$ cat src/common/sbgt_params.svh
`ifndef SBGT_PARAMS_SVH
`define SBGT_PARAMS_SVH

// register byte offsets
`define SBGT_OFF_CTRL       8'h00
`define SBGT_OFF_COUNT      8'h04
`define SBGT_OFF_PERIOD     8'h08
`define SBGT_OFF_STATUS     8'h0c
`define SBGT_OFF_MASK       8'h10

// control word field positions
`define SBGT_BIT_RUN        15
`define SBGT_BIT_IDLE_STOP  13
`define SBGT_BIT_GATE_EN    6
`define SBGT_BIT_PS_HI      5
`define SBGT_BIT_PS_LO      4
`define SBGT_BIT_SYNC       2
`define SBGT_BIT_SRC        1
`define SBGT_CTRL_WMASK     16'ha076

// status / mask bit positions
`define SBGT_ST_MATCH       0
`define SBGT_ST_GATE        1

// reset values
`define SBGT_RST_CTRL       16'h0000
`define SBGT_RST_COUNT      16'h0000
`define SBGT_RST_PERIOD     16'hffff
`define SBGT_RST_IRQ        2'h0

// prescaler terminal counts (divide minus one)
`define SBGT_DIV1_LIMIT     8'h00
`define SBGT_DIV8_LIMIT     8'h07
`define SBGT_DIV64_LIMIT    8'h3f
`define SBGT_DIV256_LIMIT   8'hff

// axi responses
`define SBGT_RESP_OKAY      2'h0
`define SBGT_RESP_SLVERR    2'h2

`endif

$ cat src/common/sbgt_pkg.sv
package sbgt_pkg;

    typedef struct packed {
        logic       run_enable;
        logic       idle_stop;
        logic       gate_accumulate_en;
        logic [1:0] prescale_select;
        logic       ext_clock_sync;
        logic       clock_source_select;
    } sbgt_ctrl_t;

    typedef enum logic [1:0] {
        SRC_INTERNAL,
        SRC_GATED,
        SRC_EXT_SYNC,
        SRC_EXT_ASYNC
    } sbgt_src_t;

    typedef struct packed {
        logic       gate_fall;
        logic       match;
    } sbgt_evt_t;

endpackage

$ cat src/design/sbgt_timer.sv
// The placing of the registers and the AXI4-Lite slave port were decided locally.
`timescale 1ns/1ns
// Behaviour
// - 16-bit count; internal timer, synced external counter, unsynced external counter.
// - interrupt on count equal period, and on gate falling edge when gated.
// - control bit 13 set halts the unit during idle; clear keeps running.
// - bit 6 counts only while gate high, internal clock only.
// - bits 5-4 divide input by 1, 8, 64 or 256.
// - bit 2 picks synced or unsynced external clock; ignored when internal.
// - unimplemented control bits ignore writes and read zero.
// - unit may keep running in idle, subject to idle stop; in sleep only the unsynced external counter runs.
module sbgt_timer
    import sbgt_pkg::*;
(
    input  wire logic        CLK,
    input  wire logic        RST_N,
    input  wire logic        EXT_CLOCK_PIN,
    input  wire logic        IDLE_MODE,
    input  wire logic        SLEEP_MODE,
    output logic             IRQ,
    input  wire logic [7:0]  S_AXI_AWADDR,
    input  wire logic        S_AXI_AWVALID,
    output logic             S_AXI_AWREADY,
    input  wire logic [31:0] S_AXI_WDATA,
    input  wire logic [3:0]  S_AXI_WSTRB,
    input  wire logic        S_AXI_WVALID,
    output logic             S_AXI_WREADY,
    output logic [1:0]       S_AXI_BRESP,
    output logic             S_AXI_BVALID,
    input  wire logic        S_AXI_BREADY,
    input  wire logic [7:0]  S_AXI_ARADDR,
    input  wire logic        S_AXI_ARVALID,
    output logic             S_AXI_ARREADY,
    output logic [31:0]      S_AXI_RDATA,
    output logic [1:0]       S_AXI_RRESP,
    output logic             S_AXI_RVALID,
    input  wire logic        S_AXI_RREADY
);
`include "sbgt_params.svh"

    function automatic logic [15:0] apply_strb(input logic [15:0] old_val,
                                               input logic [31:0] data,
                                               input logic [3:0]  strb);
        return {strb[1] ? data[15:8] : old_val[15:8], strb[0] ? data[7:0] : old_val[7:0]};
    endfunction

    ////////////////////////////////////////////////////////////////////////////////
    // registers and state
    logic [15:0] ctrl_reg;
    logic [15:0] count_reg;
    logic [15:0] period_reg;
    logic [1:0]  status_reg;
    logic [1:0]  mask_reg;
    logic [7:0]  pre_cnt_reg;
    logic        ext_meta_reg;
    logic        ext_sync_reg;
    logic        ext_prev_reg;
    logic        aw_hold_reg;
    logic [7:0]  aw_addr_reg;
    logic        w_hold_reg;
    logic [31:0] w_data_reg;
    logic [3:0]  w_strb_reg;
    logic        bvalid_reg;
    logic [1:0]  bresp_reg;
    logic        rvalid_reg;
    logic [31:0] rdata_reg;
    logic [1:0]  rresp_reg;

    ////////////////////////////////////////////////////////////////////////////////
    // control decode
    sbgt_ctrl_t  ctrl;
    sbgt_src_t   src_mode;
    sbgt_evt_t   evt;
    logic        ext_rise;
    logic        gate_fall;
    logic        halted;
    logic        src_event;
    logic [7:0]  pre_limit;
    logic        pre_tick;
    logic        is_match;
    logic [15:0] count_next;
    logic [1:0]  status_next;
    assign ctrl.run_enable          = ctrl_reg[`SBGT_BIT_RUN];
    assign ctrl.idle_stop           = ctrl_reg[`SBGT_BIT_IDLE_STOP];
    assign ctrl.gate_accumulate_en  = ctrl_reg[`SBGT_BIT_GATE_EN];
    assign ctrl.prescale_select     = ctrl_reg[`SBGT_BIT_PS_HI:`SBGT_BIT_PS_LO];
    assign ctrl.ext_clock_sync      = ctrl_reg[`SBGT_BIT_SYNC];
    assign ctrl.clock_source_select = ctrl_reg[`SBGT_BIT_SRC];

    // gate only applies to the internal clock, sync only to the pin
    assign src_mode = !ctrl.clock_source_select ?
                      (ctrl.gate_accumulate_en ? SRC_GATED : SRC_INTERNAL) :
                      (ctrl.ext_clock_sync ? SRC_EXT_SYNC : SRC_EXT_ASYNC);

    // the pin always passes two flops; unsynced mode differs by surviving sleep
    assign ext_rise  = ext_sync_reg & ~ext_prev_reg;
    assign gate_fall = ~ext_sync_reg & ext_prev_reg;

    // sleep stops every source but the unsynced pin clock; the two pin flops keep running in sleep
    assign halted = !ctrl.run_enable
                  | (IDLE_MODE & ctrl.idle_stop)
                  | (SLEEP_MODE & (src_mode != SRC_EXT_ASYNC));

    always_comb begin
        case (src_mode)
            SRC_INTERNAL:  src_event = 1'b1;
            SRC_GATED:     src_event = ext_sync_reg;
            SRC_EXT_SYNC:  src_event = ext_rise;
            SRC_EXT_ASYNC: src_event = ext_rise;
            default:       src_event = 1'b0;
        endcase
    end

    assign pre_limit = (ctrl.prescale_select == 2'b00) ? `SBGT_DIV1_LIMIT :
                       (ctrl.prescale_select == 2'b01) ? `SBGT_DIV8_LIMIT :
                       (ctrl.prescale_select == 2'b10) ? `SBGT_DIV64_LIMIT :
                                                         `SBGT_DIV256_LIMIT;

    assign pre_tick   = !halted & src_event & (pre_cnt_reg >= pre_limit);
    assign is_match   = (count_reg == period_reg);
    assign count_next = is_match ? 16'h0000 : count_reg + 16'h0001;
    assign evt.match     = pre_tick & is_match;
    assign evt.gate_fall = !halted & (src_mode == SRC_GATED) & gate_fall;

    ////////////////////////////////////////////////////////////////////////////////
    // register bus decode
    logic do_write;
    logic wr_ctrl;
    logic wr_count;
    logic wr_period;
    logic wr_status;
    logic wr_mask;
    logic wr_hit;
    logic rd_take;
    logic rd_hit;
    logic [31:0] rd_data;
    logic [1:0]  w1c_bits;
    assign do_write  = aw_hold_reg & w_hold_reg & ~bvalid_reg;
    assign wr_ctrl   = do_write & (aw_addr_reg == `SBGT_OFF_CTRL);
    assign wr_count  = do_write & (aw_addr_reg == `SBGT_OFF_COUNT);
    assign wr_period = do_write & (aw_addr_reg == `SBGT_OFF_PERIOD);
    assign wr_status = do_write & (aw_addr_reg == `SBGT_OFF_STATUS);
    assign wr_mask   = do_write & (aw_addr_reg == `SBGT_OFF_MASK);
    assign wr_hit    = wr_ctrl | wr_count | wr_period | wr_status | wr_mask;
    assign w1c_bits  = (wr_status & w_strb_reg[0]) ? w_data_reg[1:0] : 2'h0;

    // a hardware event in the clearing cycle survives the clear
    assign status_next = (status_reg & ~w1c_bits) | {evt.gate_fall, evt.match};
    assign rd_take = S_AXI_ARVALID & ~rvalid_reg;
    assign rd_hit  = (S_AXI_ARADDR == `SBGT_OFF_CTRL)   | (S_AXI_ARADDR == `SBGT_OFF_COUNT)
                   | (S_AXI_ARADDR == `SBGT_OFF_PERIOD) | (S_AXI_ARADDR == `SBGT_OFF_STATUS)
                   | (S_AXI_ARADDR == `SBGT_OFF_MASK);
    assign rd_data = (S_AXI_ARADDR == `SBGT_OFF_CTRL)   ? {16'h0000, ctrl_reg} :
                     (S_AXI_ARADDR == `SBGT_OFF_COUNT)  ? {16'h0000, count_reg} :
                     (S_AXI_ARADDR == `SBGT_OFF_PERIOD) ? {16'h0000, period_reg} :
                     (S_AXI_ARADDR == `SBGT_OFF_STATUS) ? {30'h0, status_reg} :
                     (S_AXI_ARADDR == `SBGT_OFF_MASK)   ? {30'h0, mask_reg} : 32'h0000_0000;
    assign S_AXI_AWREADY = ~aw_hold_reg;
    assign S_AXI_WREADY  = ~w_hold_reg;
    assign S_AXI_ARREADY = ~rvalid_reg;
    assign S_AXI_BVALID  = bvalid_reg;
    assign S_AXI_BRESP   = bresp_reg;
    assign S_AXI_RVALID  = rvalid_reg;
    assign S_AXI_RDATA   = rdata_reg;
    assign S_AXI_RRESP   = rresp_reg;
    assign IRQ           = |(status_reg & mask_reg);

    ////////////////////////////////////////////////////////////////////////////////
    // bus slave state
    always_ff @(posedge CLK) begin
        if (!RST_N) begin
            aw_hold_reg <= 1'b0;
            aw_addr_reg <= 8'h00;
        end else if (S_AXI_AWVALID && !aw_hold_reg) begin
            aw_hold_reg <= 1'b1;
            aw_addr_reg <= S_AXI_AWADDR;
        end else if (do_write) begin
            aw_hold_reg <= 1'b0;
        end
    end

    always_ff @(posedge CLK) begin
        if (!RST_N) begin
            w_hold_reg <= 1'b0;
            w_data_reg <= 32'h0000_0000;
            w_strb_reg <= 4'h0;
        end else if (S_AXI_WVALID && !w_hold_reg) begin
            w_hold_reg <= 1'b1;
            w_data_reg <= S_AXI_WDATA;
            w_strb_reg <= S_AXI_WSTRB;
        end else if (do_write) begin
            w_hold_reg <= 1'b0;
        end
    end

    always_ff @(posedge CLK) begin
        if (!RST_N) begin
            bvalid_reg <= 1'b0;
            bresp_reg  <= `SBGT_RESP_OKAY;
        end else if (do_write) begin
            bvalid_reg <= 1'b1;
            bresp_reg  <= wr_hit ? `SBGT_RESP_OKAY : `SBGT_RESP_SLVERR;
        end else if (S_AXI_BREADY) begin
            bvalid_reg <= 1'b0;
        end
    end

    always_ff @(posedge CLK) begin
        if (!RST_N) begin
            rvalid_reg <= 1'b0;
            rdata_reg  <= 32'h0000_0000;
            rresp_reg  <= `SBGT_RESP_OKAY;
        end else if (rd_take) begin
            rvalid_reg <= 1'b1;
            rdata_reg  <= rd_data;
            rresp_reg  <= rd_hit ? `SBGT_RESP_OKAY : `SBGT_RESP_SLVERR;
        end else if (S_AXI_RREADY) begin
            rvalid_reg <= 1'b0;
        end
    end

    ////////////////////////////////////////////////////////////////////////////////
    // timer core
    always_ff @(posedge CLK) begin
        if (!RST_N) begin
            ctrl_reg   <= `SBGT_RST_CTRL;
            period_reg <= `SBGT_RST_PERIOD;
            mask_reg   <= `SBGT_RST_IRQ;
        end else begin
            if (wr_ctrl) begin
                ctrl_reg <= apply_strb(ctrl_reg, w_data_reg, w_strb_reg) & `SBGT_CTRL_WMASK;
            end
            if (wr_period) begin
                period_reg <= apply_strb(period_reg, w_data_reg, w_strb_reg);
            end
            if (wr_mask && w_strb_reg[0]) begin
                mask_reg <= w_data_reg[1:0];
            end
        end
    end

    always_ff @(posedge CLK) begin
        if (!RST_N) begin
            ext_meta_reg <= 1'b0;
            ext_sync_reg <= 1'b0;
            ext_prev_reg <= 1'b0;
        end else begin
            ext_meta_reg <= EXT_CLOCK_PIN;
            ext_sync_reg <= ext_meta_reg;
            ext_prev_reg <= ext_sync_reg;
        end
    end

    // prescaler restarts whenever the run bit is clear so the first tick is a full period; idle or sleep halts only hold it
    always_ff @(posedge CLK) begin
        if (!RST_N || !ctrl.run_enable) begin
            pre_cnt_reg <= 8'h00;
        end else if (pre_tick) begin
            pre_cnt_reg <= 8'h00;
        end else if (!halted && src_event) begin
            pre_cnt_reg <= pre_cnt_reg + 8'h01;
        end
    end

    // a software count write beats a tick in the same cycle
    always_ff @(posedge CLK) begin
        if (!RST_N) begin
            count_reg  <= `SBGT_RST_COUNT;
            status_reg <= `SBGT_RST_IRQ;
        end else begin
            if (wr_count) begin
                count_reg <= apply_strb(count_reg, w_data_reg, w_strb_reg);
            end else if (pre_tick) begin
                count_reg <= count_next;
            end
            status_reg <= status_next;
        end
    end
endmodule

$ cat config.mk
export PLATFORM = sky130hd
export DESIGN_NAME = sbgt_timer
export DESIGN_NICKNAME = d
export VERILOG_FILES = /design/src/common/sbgt_pkg.sv /design/src/design/sbgt_timer.sv
export VERILOG_INCLUDE_DIRS = /design/src /design/src/common
export SDC_FILE = /design/constraint.sdc
export NUM_CORES = 1
export LEC_CHECK = 0
export ABC_CLOCK_PERIOD_IN_PS = 2900
export BUFFER_PORTS_ARGS = -buffer_cell sky130_fd_sc_hd__buf_2
export CAP_MARGIN = 15
export CORE_UTILIZATION = 40
export CTS_CLUSTER_SIZE = 12
export DETAILED_ROUTE_END_ITERATION = 7
export GPL_ROUTABILITY_DRIVEN = 0
export PLACE_DENSITY = 0.59
export SYNTH_ARGS = -nofsm -noshare
export SYNTH_HDL_FRONTEND = slang
export SYNTH_SLANG_ARGS = --single-unit
$ cat constraint.sdc
create_clock -name CLK -period 2.9 [get_ports CLK]
set_clock_uncertainty 0.1 [all_clocks]
set_input_delay 0.435 -clock CLK [delete_from_list [all_inputs] [get_ports CLK]]
set_output_delay 0.435 -clock CLK [all_outputs]
set_load 0.01 [all_outputs]
# ---- Yosys cells after proc, flatten, opt, wreduce, memory -nomap -nowiden
# Cells that the tools add are included.
dict set report word_totals {
  ff_bits 120
  in_bits 62
  output_inout_bits 42
  word_cells 135
}
dict set report classes {
  addsub 2
  order_cmp 1
  n_eq_ne 17
  n_mux 27
  bitwise_logic 38
  reduce_logical 28
}
# op n
set ops {}
lappend ops {{$mux 16} 6}
lappend ops {{$mux 8} 5}
lappend ops {{$eq 8x4->1 const B} 4}
lappend ops {{$and 1x1->1} 18}
lappend ops {{$add 16x1->16 const B} 1}
lappend ops {{$eq 16x16->1} 1}
lappend ops {{$eq 8x3->1 const B} 2}
lappend ops {{$eq 8x5->1 const B} 2}
lappend ops {{$logic_not 8->1} 2}
lappend ops {{$mux 2} 6}
lappend ops {{$reduce_and 2->1} 6}
lappend ops {{$or 1x1->1} 10}
lappend ops {{$reduce_bool 2->1} 5}
lappend ops {{$mux 1} 9}
lappend ops {{$add 8x1->8 const B} 1}
lappend ops {{$ge 8x8->1} 1}
lappend ops {{$eq 2x2->1 const B} 3}
lappend ops {{$ne 2x2->1 const B} 3}
lappend ops {{$not 1->1} 6}
lappend ops {{$reduce_or 2->1} 3}
lappend ops {{$logic_not 1->1} 5}
lappend ops {{$and 2x2->2} 2}
lappend ops {{$eq 2x1->1 const B} 2}
lappend ops {{$logic_and 1x1->1} 4}
lappend ops {{other kinds (5)} 6}

# ---- Depth between registers and ports, before layout
dict set report logic_depth {
  depth_word 10
  mapped_depth 10
  depth_no_buf 9
}

# ---- Worst setup path after synthesis
# Ideal clock, no wire load.
dict set report synth_path {
  kind {flip-flop to flip-flop}
  start {register ctrl_reg[4]}
  end {register count_reg[10]}
  setup_time_ns 0.135
  t_arrival_ns 2.186
  required_time_ns 2.665
  setup_slack_ns 0.479
  path_stages_with_launch 10
  path_buffers 1
  period_less_slack_ns 2.421
  cell_sequence {dfxtp_1 -> or2_2 -> ha_1 -> nand2b_1 -> a2111oi_0 -> o21ai_0 -> a31o_2 -> buf_2 -> nand2_2 -> o221ai_1}
}
dict set report synth_via {
  elab_chain_cells 8
  elab_cells_between_ends 10
}
# item line
set synth_rtl {}
lappend synth_rtl {{start, declared} sbgt_timer.sv:49} ;# logic [15:0] ctrl_reg;
lappend synth_rtl {{start signal, assigned} sbgt_timer.sv:226} ;# ctrl_reg <= `SBGT_RST_CTRL;
lappend synth_rtl {{start signal, assigned} sbgt_timer.sv:231} ;# ctrl_reg <= apply_strb(ctrl_reg, w_data_reg, w_strb_reg) & `SBGT_CTRL_WMASK;
lappend synth_rtl {{$eq 2x2->1} sbgt_timer.sv:116} ;# (ctrl.prescale_select == 2'b10) ? `SBGT_DIV64_LIMIT :
lappend synth_rtl {{$mux 8 (no source line) (2 in a row)} n/a}
lappend synth_rtl {{$mux 8 (no source line) (*)} n/a}
lappend synth_rtl {{$ge 8x8->1 (*)} sbgt_timer.sv:119} ;# assign pre_tick = !halted & src_event & (pre_cnt_reg >= pre_limit);
lappend synth_rtl {{$and 1x1->1 (*)} sbgt_timer.sv:119}
lappend synth_rtl {{$reduce_bool 2->1 (no source line) (*)} n/a}
lappend synth_rtl {{$reduce_and 2->1 (no source line) (*)} n/a}
lappend synth_rtl {{end signal, assigned} sbgt_timer.sv:268} ;# count_reg <= `SBGT_RST_COUNT;
lappend synth_rtl {{end signal, assigned} sbgt_timer.sv:272} ;# count_reg <= apply_strb(count_reg, w_data_reg, w_strb_reg);
lappend synth_rtl {{end signal, assigned} sbgt_timer.sv:274} ;# count_reg <= count_next;
lappend synth_rtl {{end, declared} sbgt_timer.sv:50} ;# logic [15:0] count_reg;
# Mark *: on every way between the ends. The rest lies on a longest branch, timed or not.
# A chain may end at the register's enable or synchronous reset.

# ---- Worst setup path after layout
dict set report layout_path {
  start {register ctrl_reg[5]}
  end {register count_reg[6]}
}
# Same word-level chain as after synthesis.

==> run metrics <==
Slew headroom=30.28%; total clock sinks=102; Arrival @ worst endpoint=2.83 ns; VDD IR max=294.4 µV; clock slew seen by the registers of the worst setup and hold paths=0.07 ns; antenna-violating nets left=0; clock share of power=40.3%; CP startpoint=ctrl_reg[5]; Synth Warn #=0; Die Height=116.2 µm; GRT Util Overall=19.16%; crit path kind=reg2reg; RSZ-0062 raised after global routing=false; Worst setup SP type=flop; Starting Density=41.16%; die footprint=0.01350 mm²; CTS H-tree depth=3; CTS tree=built; number of distinct library cells after synthesis=58; total grt overflow=0; mapped cell area=0.005215 mm²; Sw Share=approximately a quarter; Crit path max-delay family=compound AO/OA/AOI/OAI gates; Die X=116.2 µm; 1st-pass router iterations=4; synthesized flop and latch total=approximately 100; num rows=41; Detailed Place HPWL=9.232 mm; sequential-to-total area share from yosys stat=39.16%; crit path cell chain=or2_2, ha_1, nand2b_1, a2111oi_1, o21ai_1, a31o_2, and2_1, a32o_1; synth top area cells=dfxtp_1 (39%), mux2i_1 (7.5%), nand2_1 (6.4%); Post-synth EDFFs=0; TritonCTS buffer count=9; Residual DRC=0; vias in the first global route=around 4100; Worst Slack Setup Final=between 0.2 and 0.25 ns; FF-to-FF setup slack=around 0.21 ns; Final Hold Vio Count=0; Routed WL=12.28 mm; DR iter-0 viols=296; Yosys top cell area share=39.16%; final period utilization=92.80%; Setup WS pre-CTS=roughly 0.22 ns; WL/cell=14.64 µm; Final #Nets=734; Slowest-stage cell, CP=a2111oi_1; vias post-DR=4326; Lkg Pwr=2.363 nW; Setup TNS=0 ns; Period minus WS final=approximately 2.7 ns; crit-path max FO=12; largest net degree at the start of global routing=39; Avg Cell Area, Syn=8.493 µm²; largest area contributor in the netlist=dfxtp_1; RR Startpoint=ctrl_reg[5]; ant diodes=0; ys flop type=dfxtp_1; synthesized netlist cell count=between 600 and 700; Hold Worst Slack=~0.19 ns; WP data required=3.04 ns; Min-Delay Startpoint=EXT_CLOCK_PIN; core region area=0.01267 mm²; Via density=5.156; Gate power share=7.2%; Int Pwr=2.115 mW; Hold EP=ext_meta_reg; count of pins over their slew limit=0; clock latency on the worst-skew pair=0.35 ns; Buf/Inv on CP=0; Sw Pwr=0.6732 mW; CTS max path bufs=2; Synth top cells by count=dfxtp_1 (102), nand2_1 (89), mux2i_1 (39), nor2b_1 (39), a21oi_1 (33); status=finished, final reports clean; first-pass GRT wire length=20.13 mm; # setup viols final=0; Reg power frac=approximately 53%; crit end category=flop; P&R area growth vs syn=12.76%; I/O pin count=104; clock root cell=clkbuf_16; PwrDens=474.2 mW/mm²; worst hold path class=in2reg; proportion of layout cells with a drive suffix above 1=16.19%; Largest stage delay, worst path=0.42 ns; I/O Buffers=67; fmax=approximately 370 MHz; worst r2r dst=count_reg[6]; Max Cap Viol=0; initial antenna violation count=0; most frequent cell after synthesis=dfxtp_1; slew at the pin with the worst max-slew slack=1.042 ns; depth of the most critical reg-to-reg path=8; ys async rst share=0%; worst hold path depth=2
## stage by stage
stage	total power, mW	utilization [%]	instances	cell area [µm²]
floorplan	1.638	-	631	5279
global placement	1.692	44.28	823	5610
detailed placement	1.697	44.28	823	5610
CTS	2.810	46.40	839	5879
global route	2.888	46.41	839	5881
finish	2.789	46.41	839	5881
## how the worst max path moves through the flow
| stage | cells after the start | slack (ns) | end |
|---|---|---|---|
| after floorplan | 9 | 0.48 | count_reg[10] |
| after detailed placement | 8 | 0.22 | count_reg[6] |
| final | 8 | 0.21 | count_reg[6] |
| after global placement | 8 | 0.24 | count_reg[6] |
| after CTS | 8 | 0.20 | count_reg[6] |
| after global routing | 8 | 0.01 | count_reg[7] |
## area by class of cell
cell class,count,area [µm²]
Tap cell,172,215.2
Sequential cell,102,2042
Inverter,14,52.55
Fill cell,1284,6790
Multi-Input combinational cell,454,2861
Timing Repair Buffer,81,440.4
Clock buffer,12,246.5
Clock inverter,4,22.52
## power by group through the flow
| stage | logic [mW] | registers, mW | clock network [mW] |
|---|---|---|---|
| 4_1_cts | 0.201 | 1.46 | 1.15 |
| 2_1_floorplan | 0.153 | 1.49 | 0 |
| 3_3_place_gp | 0.197 | 1.49 | 0 |
| 6_report | 0.200 | 1.46 | 1.12 |
| 5_1_grt | 0.226 | 1.47 | 1.19 |
| 3_5_place_dp | 0.201 | 1.50 | 0 |
## layout by cell type, fill, tap and decap left out, drive strengths merged, types with 2 or more instances in the layout
cell     instances
a22oi           12
o221ai           7
inv             14
nand3           17
and2             8
ha              10
clkinv           3
nor2            30
a21boi          22
xor2             5
nand2           90
a32o             5
nor3            20
or2              3
o21a             3
a221oi           2
dfxtp          102
nor3b            2
a32oi            2
nor2b           39
o22ai            5
conb            18
nor4            10
o21ai            9
clkbuf          12
o2111ai          2
mux2i           39
nand2b           3
a31o             2
nand4b           4
buf             81
xnor2           18
a21oi           33
nand4           11
and3             6
## layer usage
| layer | up-vias | part of all wire [%] | track usage (%) |
|---|---|---|---|
| li1 | 2199 | - | - |
| met1 | 2001 | 50 | 26.89 |
| met2 | 117 | 44 | 29.92 |
| met3 | 9 | 5.1 | 3.581 |
| met4 | 0 | 1.0 | 5.556 |
| met5 | - | 0 | 0 |
## kinds of logic (layout without fill, tap and decap cells)
logic type                 Yosys count  in the layout  share of synthesized area (%)
AOI/OAI and AO/OA                  113            113                          15.04
xor gates and xnor gates            23             23                          3.863
adders and majority gates           10             10                          2.399
buffers and inverters               75            111                          7.222
DFF                                102            102                          39.16
muxes                               41             41                          8.133
other                                1             18                        0.07191
and+or+nand+nor                    249            249                          24.11
## repair_timing
action,4_1_cts,5_1_grt
gates resized for setup,0,2
setup endpoints to repair,0,11
setup buffers,0,0
hold buffers,0,0
No activity file was read; power rests on OpenSTA's default activity.
